### src/rst_pkg.sv
/*
 Shared constants and carrier types for the reset state controller:
 register indices, reset values, write masks, field positions and
 the packed structs that carry clock controls and reset sources.
 Assumes nothing beyond a SystemVerilog compiler.
*/
package rst_pkg;
   // Register file shape
   localparam int NREGS = 24;
   localparam int IDX_W = 5;
   localparam int ADDR_W = 12;
   // Register indices; byte address is index times four
   localparam logic [4:0] IDX_PORT_LATCH = 5'h00;
   localparam logic [4:0] IDX_PORT_DIR = 5'h01;
   localparam logic [4:0] IDX_PULLUP = 5'h02;
   localparam logic [4:0] IDX_MEM_SIZE = 5'h03;
   localparam logic [4:0] IDX_SETTLE_SEL = 5'h04;
   localparam logic [4:0] IDX_SETTLE_STAT = 5'h05;
   localparam logic [4:0] IDX_OSC_CTL = 5'h06;
   localparam logic [4:0] IDX_CLK_MODE = 5'h07;
   localparam logic [4:0] IDX_WT_COUNT = 5'h08;
   localparam logic [4:0] IDX_WT_CC_A = 5'h09;
   localparam logic [4:0] IDX_WT_CC_B = 5'h0A;
   localparam logic [4:0] IDX_WT_FIRST8 = 5'h0B;
   localparam logic [4:0] IDX_NT_LAST = 5'h16;
   localparam logic [4:0] IDX_STATUS = 5'h17;
   // Reset value per index (timer block from 08 to 16 is all zero)
   localparam logic [15:0] RST_VAL [NREGS] = '{
      16'h0000, 16'h00FF, 16'h0000, 16'h00CF, 16'h0005, 16'h0000,
      16'h0080, 16'h0000, 16'h0000, 16'h0000, 16'h0000, 16'h0000,
      16'h0000, 16'h0000, 16'h0000, 16'h0000, 16'h0000, 16'h0000,
      16'h0000, 16'h0000, 16'h0000, 16'h0000, 16'h0000, 16'h0000};
   // Writable bits per index; zero mask means read-only
   localparam logic [15:0] WR_MASK [NREGS] = '{
      16'h00FF, 16'h00FF, 16'h00FF, 16'h00FF, 16'h00FF, 16'h0000,
      16'h00FF, 16'h00FF, 16'hFFFF, 16'hFFFF, 16'hFFFF, 16'h00FF,
      16'h00FF, 16'h00FF, 16'h00FF, 16'h00FF, 16'h00FF, 16'h00FF,
      16'h00FF, 16'h00FF, 16'h00FF, 16'h00FF, 16'h00FF, 16'h0000};
   // Field positions
   localparam int OSC_STOP_BIT = 7;
   localparam int CLK_SEL_BIT = 0;
   localparam int SEL_W = 3;
   localparam int STAT_RUN = 0;
   localparam int STAT_SRC = 1;
   localparam int STAT_RETAIN = 5;
   // Reset vector location
   localparam logic [15:0] VEC_ADDR_LO = 16'h0000;
   localparam logic [15:0] VEC_ADDR_HI = 16'h0001;
   // Default timing counts in clock cycles, and settle counter width in bits
   localparam int WDT_HOLD_DEF = 4;
   localparam int SETTLE_BASE_DEF = 1;
   localparam int SETTLE_W_DEF = 16;

   // Clock and oscillator controls
   typedef struct packed {
      logic core_clk_en;
      logic fast_osc_en;
      logic slow_osc_en;
      logic xtal_osc_en;
      logic xtal_port_mode;
      logic ext_clk_valid;
      logic sel_fast_osc;
   } clk_ctrl_s;

   // Reset sources, one bit each
   typedef struct packed {
      logic lvi;
      logic poc;
      logic wdt;
      logic pin;
   } rst_src_s;
endpackage

### src/reset_state_controller.sv
/*
 Reset state controller: combines reset sources, holds clocks and
 registers in their reset state, waits for oscillator settling, loads
 the program counter from the reset vector and then releases the core.
 Registers sit behind an APB slave. Assumes program memory answers
 vec_data combinationally for vec_addr, and all inputs are
 synchronous to clk.
*/
`timescale 1ns/1ns
module reset_state_controller
   import rst_pkg::*;
#(
   parameter int WDT_HOLD = WDT_HOLD_DEF,
   parameter int SETTLE_BASE = SETTLE_BASE_DEF,
   parameter int SETTLE_W = SETTLE_W_DEF
) (
   // Clock and reset
   input wire logic clk,
   input wire logic rstn,
   // APB slave
   input wire logic psel,
   input wire logic penable,
   input wire logic pwrite,
   input wire logic [ADDR_W-1:0] paddr,
   input wire logic [31:0] pwdata,
   output logic [31:0] prdata,
   output logic pready,
   output logic pslverr,
   // Reset sources and standby level
   input wire logic pin_rstn,
   input wire logic wdt_ovf,
   input wire logic poc_low,
   input wire logic lvi_low,
   input wire logic standby,
   // Reset vector fetch
   output logic [15:0] vec_addr,
   output logic vec_rd,
   input wire logic [7:0] vec_data,
   // Core side
   output logic [15:0] pc,
   output logic pc_valid,
   output logic wdt_reinit,
   output logic ram_retain,
   output clk_ctrl_s clk_ctrl,
   // Port and memory configuration
   output logic [7:0] port_out,
   output logic [7:0] port_dir,
   output logic [7:0] pullup_option,
   output logic [7:0] mem_size
);
   // Sequencer states
   typedef enum logic [4:0] {
      ST_HOLD = 5'b00001,
      ST_SETTLE = 5'b00010,
      ST_VEC_LO = 5'b00100,
      ST_VEC_HI = 5'b01000,
      ST_RUN = 5'b10000
   } seq_e;

   seq_e st_r, st_nxt;           // Sequencer state
   logic int_rst;                // Merged reset level
   logic wdt_active;             // Watchdog part of reset
   rst_src_s src;                // Latest reset causes
   logic [7:0] settle_stat;      // Settle counter steps
   logic settle_done;            // Selected wait elapsed
   logic [15:0] reg_r [NREGS];   // Register file
   logic [15:0] reg_nxt [NREGS];
   logic [15:0] pc_r, pc_nxt;
   logic [15:0] vaddr_r, vaddr_nxt;
   logic retain_r, retain_nxt;
   clk_ctrl_s clk_r, clk_nxt;
   logic [31:0] rd_r, rd_nxt;    // APB read data
   logic [IDX_W-1:0] idx;        // Decoded register index
   logic mapped;                 // Address hits a register
   logic wr_en;                  // Write takes effect this edge
   logic hold_regs;              // Registers forced to reset values

   // Source merge and watchdog stretch
   reset_combiner #(.WDT_HOLD(WDT_HOLD)) u_comb (
      .clk(clk),
      .rstn(rstn),
      .pin_rstn(pin_rstn),
      .wdt_ovf(wdt_ovf),
      .poc_low(poc_low),
      .lvi_low(lvi_low),
      .int_rst(int_rst),
      .wdt_active(wdt_active),
      .src(src)
   );

   // Settle wait runs on the fast oscillator once reset lifts
   settle_timer #(.CNT_W(SETTLE_W), .BASE(SETTLE_BASE)) u_settle (
      .clk(clk),
      .rstn(rstn),
      .clr(st_r == ST_HOLD),
      .sel(reg_r[IDX_SETTLE_SEL][SEL_W-1:0]),
      .status(settle_stat),
      .done(settle_done)
   );

   // Sequencer next state; any reset source wins over progress
   always_comb begin
      st_nxt = st_r;
      unique case (st_r)
         ST_HOLD: if (!int_rst) st_nxt = ST_SETTLE;
         ST_SETTLE: if (settle_done) st_nxt = ST_VEC_LO;
         ST_VEC_LO: st_nxt = ST_VEC_HI;
         ST_VEC_HI: st_nxt = ST_RUN;
         ST_RUN: st_nxt = ST_RUN;
      endcase
      if (int_rst) begin
         st_nxt = ST_HOLD;
      end
   end

   // Vector fetch, PC load and standby capture
   always_comb begin
      pc_nxt = pc_r;
      vaddr_nxt = (st_nxt == ST_VEC_HI) ? VEC_ADDR_HI : VEC_ADDR_LO;
      retain_nxt = retain_r;
      // Low byte first, high byte second
      if (st_r == ST_VEC_LO) begin
         pc_nxt[7:0] = vec_data;
      end
      if (st_r == ST_VEC_HI) begin
         pc_nxt[15:8] = vec_data;
      end
      // Caught on the first reset cycle, before standby drops
      if (int_rst && st_r != ST_HOLD) begin
         retain_nxt = standby;
      end
   end

   // Sequencer and fetch registers
   always_ff @(posedge clk) begin
      if (!rstn) begin
         st_r <= ST_HOLD;
         pc_r <= '0;
         vaddr_r <= VEC_ADDR_LO;
         retain_r <= 1'b0;
      end else begin
         st_r <= st_nxt;
         pc_r <= pc_nxt;
         vaddr_r <= vaddr_nxt;
         retain_r <= retain_nxt;
      end
   end

   // Clock controls follow the next state, so they line up with st_r
   always_comb begin
      clk_nxt.core_clk_en = (st_nxt == ST_RUN);
      clk_nxt.fast_osc_en = (st_nxt != ST_HOLD);
      clk_nxt.slow_osc_en = (st_nxt != ST_HOLD);
      // Crystal needs run state and a cleared stop bit
      clk_nxt.xtal_osc_en = (st_nxt == ST_RUN) &&
                            !reg_nxt[IDX_OSC_CTL][OSC_STOP_BIT];
      clk_nxt.xtal_port_mode = !clk_nxt.xtal_osc_en;
      clk_nxt.ext_clk_valid = (st_nxt == ST_RUN) &&
                              reg_nxt[IDX_CLK_MODE][CLK_SEL_BIT];
      // Mode bit clear means the internal fast oscillator
      clk_nxt.sel_fast_osc = (st_nxt != ST_RUN) ||
                             !reg_nxt[IDX_CLK_MODE][CLK_SEL_BIT];
   end

   // Clock control register
   always_ff @(posedge clk) begin
      if (!rstn) begin
         clk_r <= '{core_clk_en: 1'b0, fast_osc_en: 1'b0, slow_osc_en: 1'b0,
                    xtal_osc_en: 1'b0, xtal_port_mode: 1'b1,
                    ext_clk_valid: 1'b0, sel_fast_osc: 1'b1};
      end else begin
         clk_r <= clk_nxt;
      end
   end

   // APB decode; zero wait states, unmapped accesses and read-only writes error
   always_comb begin
      idx = paddr[6:2];
      mapped = (paddr[1:0] == 2'b00) && (paddr[ADDR_W-1:7] == '0) &&
               (idx < IDX_W'(NREGS));
      wr_en = psel && penable && pwrite && mapped;
      pready = 1'b1;
      pslverr = psel && penable &&
                (!mapped || (pwrite && WR_MASK[idx] == 16'h0000));
      hold_regs = int_rst || (st_r != ST_RUN);
   end

   // Register file; held at reset values through reset and settle wait
   for (genvar g = 0; g < NREGS; g++) begin : g_reg
      always_comb begin
         reg_nxt[g] = reg_r[g];
         if (hold_regs) begin
            reg_nxt[g] = RST_VAL[g];
         end else if (wr_en && idx == IDX_W'(g)) begin
            reg_nxt[g] = pwdata[15:0] & WR_MASK[g];
         end
      end
      always_ff @(posedge clk) begin
         if (!rstn) begin
            reg_r[g] <= RST_VAL[g];
         end else begin
            reg_r[g] <= reg_nxt[g];
         end
      end
   end

   // Read data captured in the setup phase, stable through access
   always_comb begin
      rd_nxt = rd_r;
      if (psel && !penable) begin
         rd_nxt = '0;
         if (!mapped) begin
            rd_nxt = '0;
         end else if (idx == IDX_SETTLE_STAT) begin
            // Zero until the core runs
            rd_nxt[7:0] = (st_r == ST_RUN) ? settle_stat : 8'h00;
         end else if (idx == IDX_STATUS) begin
            rd_nxt[STAT_RUN] = (st_r == ST_RUN);
            rd_nxt[STAT_SRC+3:STAT_SRC] = src;
            rd_nxt[STAT_RETAIN] = retain_r;
         end else begin
            rd_nxt[15:0] = reg_r[idx];
         end
      end
   end

   // Read data register
   always_ff @(posedge clk) begin
      if (!rstn) begin
         rd_r <= '0;
      end else begin
         rd_r <= rd_nxt;
      end
   end

   // Output drive
   assign prdata = rd_r;
   assign pc = pc_r;
   assign pc_valid = (st_r == ST_RUN);
   assign vec_addr = vaddr_r;
   assign vec_rd = (st_r == ST_VEC_LO) || (st_r == ST_VEC_HI);
   assign wdt_reinit = wdt_active;
   assign ram_retain = retain_r;
   assign clk_ctrl = clk_r;
   assign port_out = reg_r[IDX_PORT_LATCH][7:0];
   assign port_dir = reg_r[IDX_PORT_DIR][7:0];
   assign pullup_option = reg_r[IDX_PULLUP][7:0];
   assign mem_size = reg_r[IDX_MEM_SIZE][7:0];
endmodule

### src/reset_combiner.sv
/*
 Merges pin, watchdog and voltage detector resets into one level and
 records which sources caused the latest reset.
 Assumes all source inputs are synchronous to clk.
*/
`timescale 1ns/1ns
module reset_combiner
   import rst_pkg::*;
#(
   parameter int WDT_HOLD = WDT_HOLD_DEF
) (
   // Clock and reset
   input wire logic clk,
   input wire logic rstn,
   // Sources
   input wire logic pin_rstn,
   input wire logic wdt_ovf,
   input wire logic poc_low,
   input wire logic lvi_low,
   // Results
   output logic int_rst,
   output logic wdt_active,
   output rst_src_s src
);
   localparam int CW = $clog2(WDT_HOLD + 1);

   initial begin
      if (WDT_HOLD < 1) $error("WDT_HOLD must be at least one");
   end

   logic [CW-1:0] cnt_r, cnt_nxt; // Watchdog reset stretch
   logic was_r, was_nxt;          // Reset seen last cycle
   rst_src_s src_r, src_nxt;      // Latched causes
   rst_src_s cur;                 // Causes this cycle

   // Current causes; a watchdog pulse is stretched to a full reset
   always_comb begin
      cur = '{lvi: lvi_low, poc: poc_low, wdt: wdt_ovf | (cnt_r != '0),
              pin: ~pin_rstn};
      int_rst = |cur;
      wdt_active = cur.wdt;
   end

   // Next stretch count and cause record
   always_comb begin
      cnt_nxt = cnt_r;
      if (wdt_ovf) begin
         cnt_nxt = CW'(WDT_HOLD);
      end else if (cnt_r != '0) begin
         cnt_nxt = cnt_r - CW'(1);
      end
      was_nxt = int_rst;
      src_nxt = src_r;
      // New reset replaces the record, an ongoing one accumulates
      if (int_rst) begin
         src_nxt = was_r ? rst_src_s'(src_r | cur) : cur;
      end
   end

   // State registers
   always_ff @(posedge clk) begin
      if (!rstn) begin
         cnt_r <= '0;
         was_r <= 1'b0;
         src_r <= '0;
      end else begin
         cnt_r <= cnt_nxt;
         was_r <= was_nxt;
         src_r <= src_nxt;
      end
   end

   assign src = src_r;
endmodule

### src/settle_timer.sv
/*
 Oscillation settle counter: counts from clear, shows one status bit
 per doubling step and flags the end of the selected wait.
 Assumes clr is held while oscillators are stopped.
*/
`timescale 1ns/1ns
module settle_timer
   import rst_pkg::*;
#(
   parameter int CNT_W = SETTLE_W_DEF,
   parameter int BASE = SETTLE_BASE_DEF
) (
   // Clock and reset
   input wire logic clk,
   input wire logic rstn,
   // Control
   input wire logic clr,
   input wire logic [SEL_W-1:0] sel,
   // Results
   output logic [7:0] status,
   output logic done
);
   initial begin
      if (BASE < 1 || (BASE << 7) >= (1 << CNT_W))
         $error("settle_timer BASE does not fit CNT_W");
   end

   logic [CNT_W-1:0] cnt_r, cnt_nxt; // Cycles since clear

   // Saturating count, so status never wraps back to zero
   always_comb begin
      cnt_nxt = cnt_r;
      if (clr) begin
         cnt_nxt = '0;
      end else if (cnt_r != '1) begin
         cnt_nxt = cnt_r + CNT_W'(1);
      end
   end

   // Counter register
   always_ff @(posedge clk) begin
      if (!rstn) begin
         cnt_r <= '0;
      end else begin
         cnt_r <= cnt_nxt;
      end
   end

   // One threshold per status bit
   for (genvar g = 0; g < 8; g++) begin : g_stat
      assign status[g] = cnt_r >= CNT_W'(BASE << g);
   end
   assign done = status[sel];
endmodule

### config.mk
export PLATFORM = sky130hd
export DESIGN_NAME = reset_state_controller
export DESIGN_NICKNAME = d
export VERILOG_FILES = /design/src/rst_pkg.sv /design/src/reset_state_controller.sv /design/src/reset_combiner.sv /design/src/settle_timer.sv
export SDC_FILE = /design/constraint.sdc
export NUM_CORES = 1
export LEC_CHECK = 0
export ABC_AREA = 1
export ABC_CLOCK_PERIOD_IN_PS = 4150
export BUFFER_PORTS_ARGS = -buffer_cell sky130_fd_sc_hd__buf_4
export CORE_ASPECT_RATIO = 1.5
export CORE_MARGIN = 4
export CORE_UTILIZATION = 53
export CTS_CLUSTER_SIZE = 20
export DETAILED_ROUTE_END_ITERATION = 12
export PLACE_DENSITY_LB_ADDON = 0.05
export SLEW_MARGIN = 20
export SYNTH_ARGS = -nofsm -noshare
export SYNTH_HDL_FRONTEND = slang
export SYNTH_SLANG_ARGS = --single-unit
### constraint.sdc
create_clock -name clk -period 4.15 [get_ports clk]
set_clock_uncertainty 0.1 [all_clocks]
set_input_delay 0.6225 -clock clk [delete_from_list [all_inputs] [get_ports clk]]
set_output_delay 0.6225 -clock clk [all_outputs]
set_load 0.01 [all_outputs]
* After elaboration in Yosys (flattened, before gate mapping)
Memory sizes are Yosys's and may differ from the RTL's.
Index checks and enable logic that the tools add are counted.
** Storage, ports and cells
- Output and inout port bits :: 109
- Memory bits (writable) :: 384
- Register bits :: 84
- Bits of input ports :: 62
- Memories :: 2
- Memory bits (read-only) :: 512
- Logic and storage cells :: 288
- Latch bits :: 0
** Operators by class
- Bitwise operators :: 29
- Reduce and logical (&&, ||, !) cells :: 76
- Add/subtract/negate cells :: 2
- Shift operators :: 0
- Order comparisons :: 11
- Equal/unequal tests :: 57
- Multipliers :: 0
- Mux-type cells :: 91
- Div/mod/pow operators :: 0
** Memory list
- (no name shown) :: words 32, bits a word 16, read ports 1, clocked after memory_dff 0, wr ports 0, line reset_state_controller.sv:184 : (!mapped || (pwrite && WR_MASK[idx] == 16'h0000));
- reg_r :: words 24, bits a word 16, read ports 8, clocked after memory_dff 0, wr ports 24, line reset_state_controller.sv:66 : logic [15:0] reg_r [NREGS];
** Operators with widths (number)
- 2-to-1 mux 16 bit :: 75
- equality test 5 x 4 -> 1 bit, second input constant :: 10
- equality test 5 bit, second input constant :: 10
- != test 2 bit, second input constant :: 22
- AND reduction 2 bit :: 22
- logical AND 1 bit :: 35
- equality test 5 x 3 -> 1 bit, second input constant :: 5
- OR 1 bit :: 25
- 2-to-1 mux 8 bit :: 3
- one-hot mux 5 bit (4 select lines) :: 1
- adder 16 x 1 -> 16 bit, second input constant :: 1
- >= comparator 16 x 1 -> 1 bit, second input constant :: 1
- >= comparator 16 x 2 -> 1 bit, second input constant :: 1
- >= comparator 16 x 3 -> 1 bit, second input constant :: 1
- >= comparator 16 x 4 -> 1 bit, second input constant :: 1
- >= comparator 16 x 5 -> 1 bit, second input constant :: 1
- >= comparator 16 x 6 -> 1 bit, second input constant :: 1
- >= comparator 16 x 7 -> 1 bit, second input constant :: 1
- >= comparator 16 x 8 -> 1 bit, second input constant :: 1
- zero test 16 bit :: 1
- != test 16 bit, second input constant :: 1
- equality test 5 x 2 -> 1 bit, second input constant :: 3
- equality test 5 x 1 -> 1 bit, second input constant :: 2
- zero test 5 bit :: 2
- 23 further kinds :: 40

* Logic depth before layout (Yosys ltp)
- Depth after elaboration :: 10
- Gate-level depth with buffers :: 14
- Depth with buffers taken out :: 12

* By module
From an unflattened synthesis, not the netlist that was laid out.
** Unflattened totals
- Cells, all modules :: 1578
- Area, all modules :: 12783.5 µm²
** Modules (own cells, without submodules)
- reset_state_controller :: instances 1, sequential area each 6346.1 µm², cells each 1350, area an instance 11243.3 µm²
- settle_timer :: instances 1, sequential area each 320.3 µm², cells each 176, area an instance 1128.6 µm²
- reset_combiner :: instances 1, sequential area each 160.2 µm², cells each 52, area an instance 411.6 µm²

* Worst setup path before layout
OpenSTA, ideal clock, no wires.
- Kind :: in2reg
- Start point :: in paddr[10]
- End point :: mem reg_r[10][0] (enable)
- Arrival :: 2.446 ns
- Required time :: 3.639 ns
- Library setup time :: 0.411 ns
- Path slack :: 1.193 ns
- Stages :: 6
- Path buffers :: 0
- Cell sequence :: nor3_1 > nor2b_2 > nand2_2 > nor2_4 > nand2_2 > o21ai_0
** RTL lines
- from (decl) :: line reset_state_controller.sv:24 : input wire logic [ADDR_W-1:0] paddr,
- to (decl) :: line reset_state_controller.sv:66

==> out/summary.txt <==
Setup ws final: 0.994 ns
Max Cap Viol: 0
Maximum number of buffers from clock root to sink: 3
Final-layout fill cell count: 2173
Total wire length: 35100 um
Share of the clock period used by the worst path: 76.0%
Half-perimeter wire length after placement: 24400 um
Number of antenna diodes: 0
Commonest non-fill, non-tap cell in the layout: nand2_1
End point of the critical path: reg_r[21][7]
Time the worst path needs with I/O delays and setup: 3.16 ns
DRC violation count after routing: 0
Post-synthesis mux area share: 0%
Endpoint of the worst-slack reg-to-reg timing path: reg_r[21][7]
Data required time at the worst endpoint: 4.41 ns
Launching point of the worst reg2reg path: u_comb.cnt_r[0]
Summed instance area of the synthesized netlist: 13000 um^2
Final-stage net count: 1757
Async set or reset register ratio after synthesis: 0%
Std-Cell Core Area: 23900 um^2
Via count of the first global-routing pass: 10.1k
Post-CTS setup buffers: 0
Worst path arrival time: 3.42 ns
Sinks on Clock Net: 269
Place WS: 0.940 ns
Commonest cells after routing, fill and taps aside: 436 x nand2_1, 296 x nor2_1, 152 x inv_1
Slew at the pin closest to its max-slew limit: 1.04 ns
Minimum hold slack: 0.204 ns
Global placement routability congestion: 0.907
Number of standard cells in the layout, taps in and fillers out: 2027
Num ports: 171
Kind of critical path: register to register
Post-synth EDFFs: 144
Setup crit end kind: register
Achievable frequency: 317 MHz
Startpoint types: register
Chip Height: 200 um
Final core utilization: 62.3%
Max Fanout on Critical Path: 15
Total count of max-transition violations in the final report: 0
Post-cts hold buffer count: 0
Full die area: 27100 um^2
Clock H-tree levels: 1
DRC violation total after the first TritonRoute iteration: 858
Total congestion overflow after global routing: 0
Instance count of the mapped netlist: 1584
Arithmetic-cell share of the synthesized area counting full adders, half adders and majority gates: 0.578%
Largest family of logic cells by synthesized area: simple AND/OR/NAND/NOR gates
Number of buffers created by CTS: 27
Maximum number of pins on one net before global-route repair: 39
Most used flip-flop cell after synthesis: edfxtp_1
Type of the most critical hold path: input port to register
Signed area change from the synthesized netlist to the final layout: 14.8%
Warnings from Yosys: 0
Cell at the root of the clock tree: clkbuf_16
Overall Global Routing Usage: 25.5%
Standby leakage power: 6.63 nW
Wire length of the first global-routing pass: 54000 um
Clock tree from TritonCTS: done
First-pass iteration count of the detailed router: 5
Endpoints failing hold: 0
Gates resized, CTS repair: 0
Run status: finished clean
Wire length per cell: 17.3 um
Worst setup startpoint: u_comb.cnt_r[0]
Count of port buffers added during placement: 122
Xor/xnor share of the synthesized area: 0.270%
Reg clk slew, reported paths: 0.06 ns
Horiz. Die Dim: 136 um
Mean area per synthesized cell: 8.20 um^2
Tightest slew margin relative to the limit: 30.7%
Worst IR drop on VDD: 0.000387 V
Number of placed cells counting well taps: 1979
Count of standard-cell rows: 69
# setup viols final: 0
Worst-skew pair later-pin latency: 0.53 ns
Sequential element share of the synthesized area: 52.6%
Flop2flop setup slack: 0.99 ns
Setup TNS: 0 ns
Count of unique library cells instantiated by Yosys: 43
Starting density of the core: 54.3%
Compound-gate portion of the synthesized area: 10.6%
Number of cells on the worst reg-to-reg path: 10
Power density of the placed cells: 378 nW/um^2
Via/cell ratio: 5.24
Number of antenna violations at the first check in global routing: 0
Via Count: 10.6k
Register bit count reported by yosys: 269
ANT nets after route: 0
Area fraction in and, or, nand and nor cells after synthesis: 26.6%
Share of final-layout standard cells stronger than drive strength 1: 15.9%
Unrepaired setup endpoints after global routing: false
==> how the worst min path moves through the flow <==
stage                      from             to  cells past startpoint
finish                 pin_rstn  u_comb.src[0]                      2
CTS                    pin_rstn  u_comb.src[0]                      2
global route           pin_rstn  u_comb.src[0]                      2
detailed placement  reg_r[6][6]    reg_r[6][6]                      2
global placement    reg_r[6][6]    reg_r[6][6]                      2
floorplan           reg_r[6][6]    reg_r[6][6]                      2
==> per-layer routing <==
metal | global-route usage (%) | wire (um) | share of wire [%] | vias to the layer above
met5 | 0 | 0 | 0 | -
met4 | 9.04 | 1090 | 3.1 | 0
met3 | 2.93 | 1880 | 5.3 | 66
met2 | 45.5 | 18100 | 52 | 322
met1 | 31.9 | 14000 | 40 | 5001
li1 | - | - | - | 5241
==> final cells by class <==
cell class	instances	area, um^2	area share (%)
Sequential cell	269	6830	45.8
Tap cell	319	399	2.68
Multi-Input combinational cell	1082	5060	33.9
Clock inverter	7	108	0.722
Timing Repair Buffer	149	1120	7.50
Inverter	160	601	4.03
Clock buffer	41	801	5.37
==> synthesized netlist by cell type (all sizes together), types with 3 or more instances <==
library cell | number | area share, %
nor2 | 309 | 9.3
nor4 | 3 | 0.26
nor3 | 14 | 0.58
buf | 87 | 4.3
nand4 | 11 | 0.65
o2111ai | 6 | 0.40
o22ai | 9 | 0.43
inv | 158 | 4.6
xor2 | 3 | 0.20
or2 | 6 | 0.29
a21oi | 49 | 1.9
dfxtp | 125 | 19
edfxtp | 144 | 33
nand2 | 452 | 13
nand3b | 6 | 0.35
o211ai | 19 | 1.1
nand3 | 39 | 1.7
clkbuf | 16 | 0.46
a22oi | 7 | 0.40
a211oi | 39 | 3.6
o21ai | 66 | 2.5
ha | 6 | 0.58
==> registers in the layout (all words and copies together), names as in the netlist, 3 cells and up <==
| signal | count |
|---|---|
| reg_r | 200 |
| pc | 16 |
| prdata | 16 |
| u_settle.cnt_r | 16 |
| clk_ctrl | 6 |
| st_r | 5 |
| u_comb.src | 4 |
| u_comb.cnt_r | 3 |
==> cell families after synthesis <==
| logic type | count (synthesis) |
|---|---|
| AO/OA/AOI/OAI | 199 |
| XOR/XNOR | 4 |
| adder cells (fa/ha/maj) | 6 |
| buffers and inverters | 263 |
| flip-flops | 269 |
| other | 2 |
| AND/OR/NAND/NOR | 841 |
==> critical path: stages (launching register included) <==
cell and delay (ns):
dfxtp_1 0.31, inv_1 0.07, ha_1 0.18, ha_1 0.18
inv_2 0.07, nor2_4 0.15, nand4_4 0.14, nor2_2 0.67
buf_4 0.36, nand2_1 0.47, nor2_1 0.27
==> stage by stage <==
step                      power (mW)  cell area (um^2)
after floorplan                 3.06             13100
after global placement          3.17             14000
after detailed placement        3.17             14000
after CTS                       5.66             14900
after global routing            5.80             14900
final                           5.63             14900
==> power by group <==
group | switching (mW) | internal (mW)
combinational | 0.235 | 0.0945
clock | 1.01 | 1.51
sequential | 0.00400 | 2.78
total | 1.25 | 4.38
No activity file was read; power rests on OpenSTA's default activity.
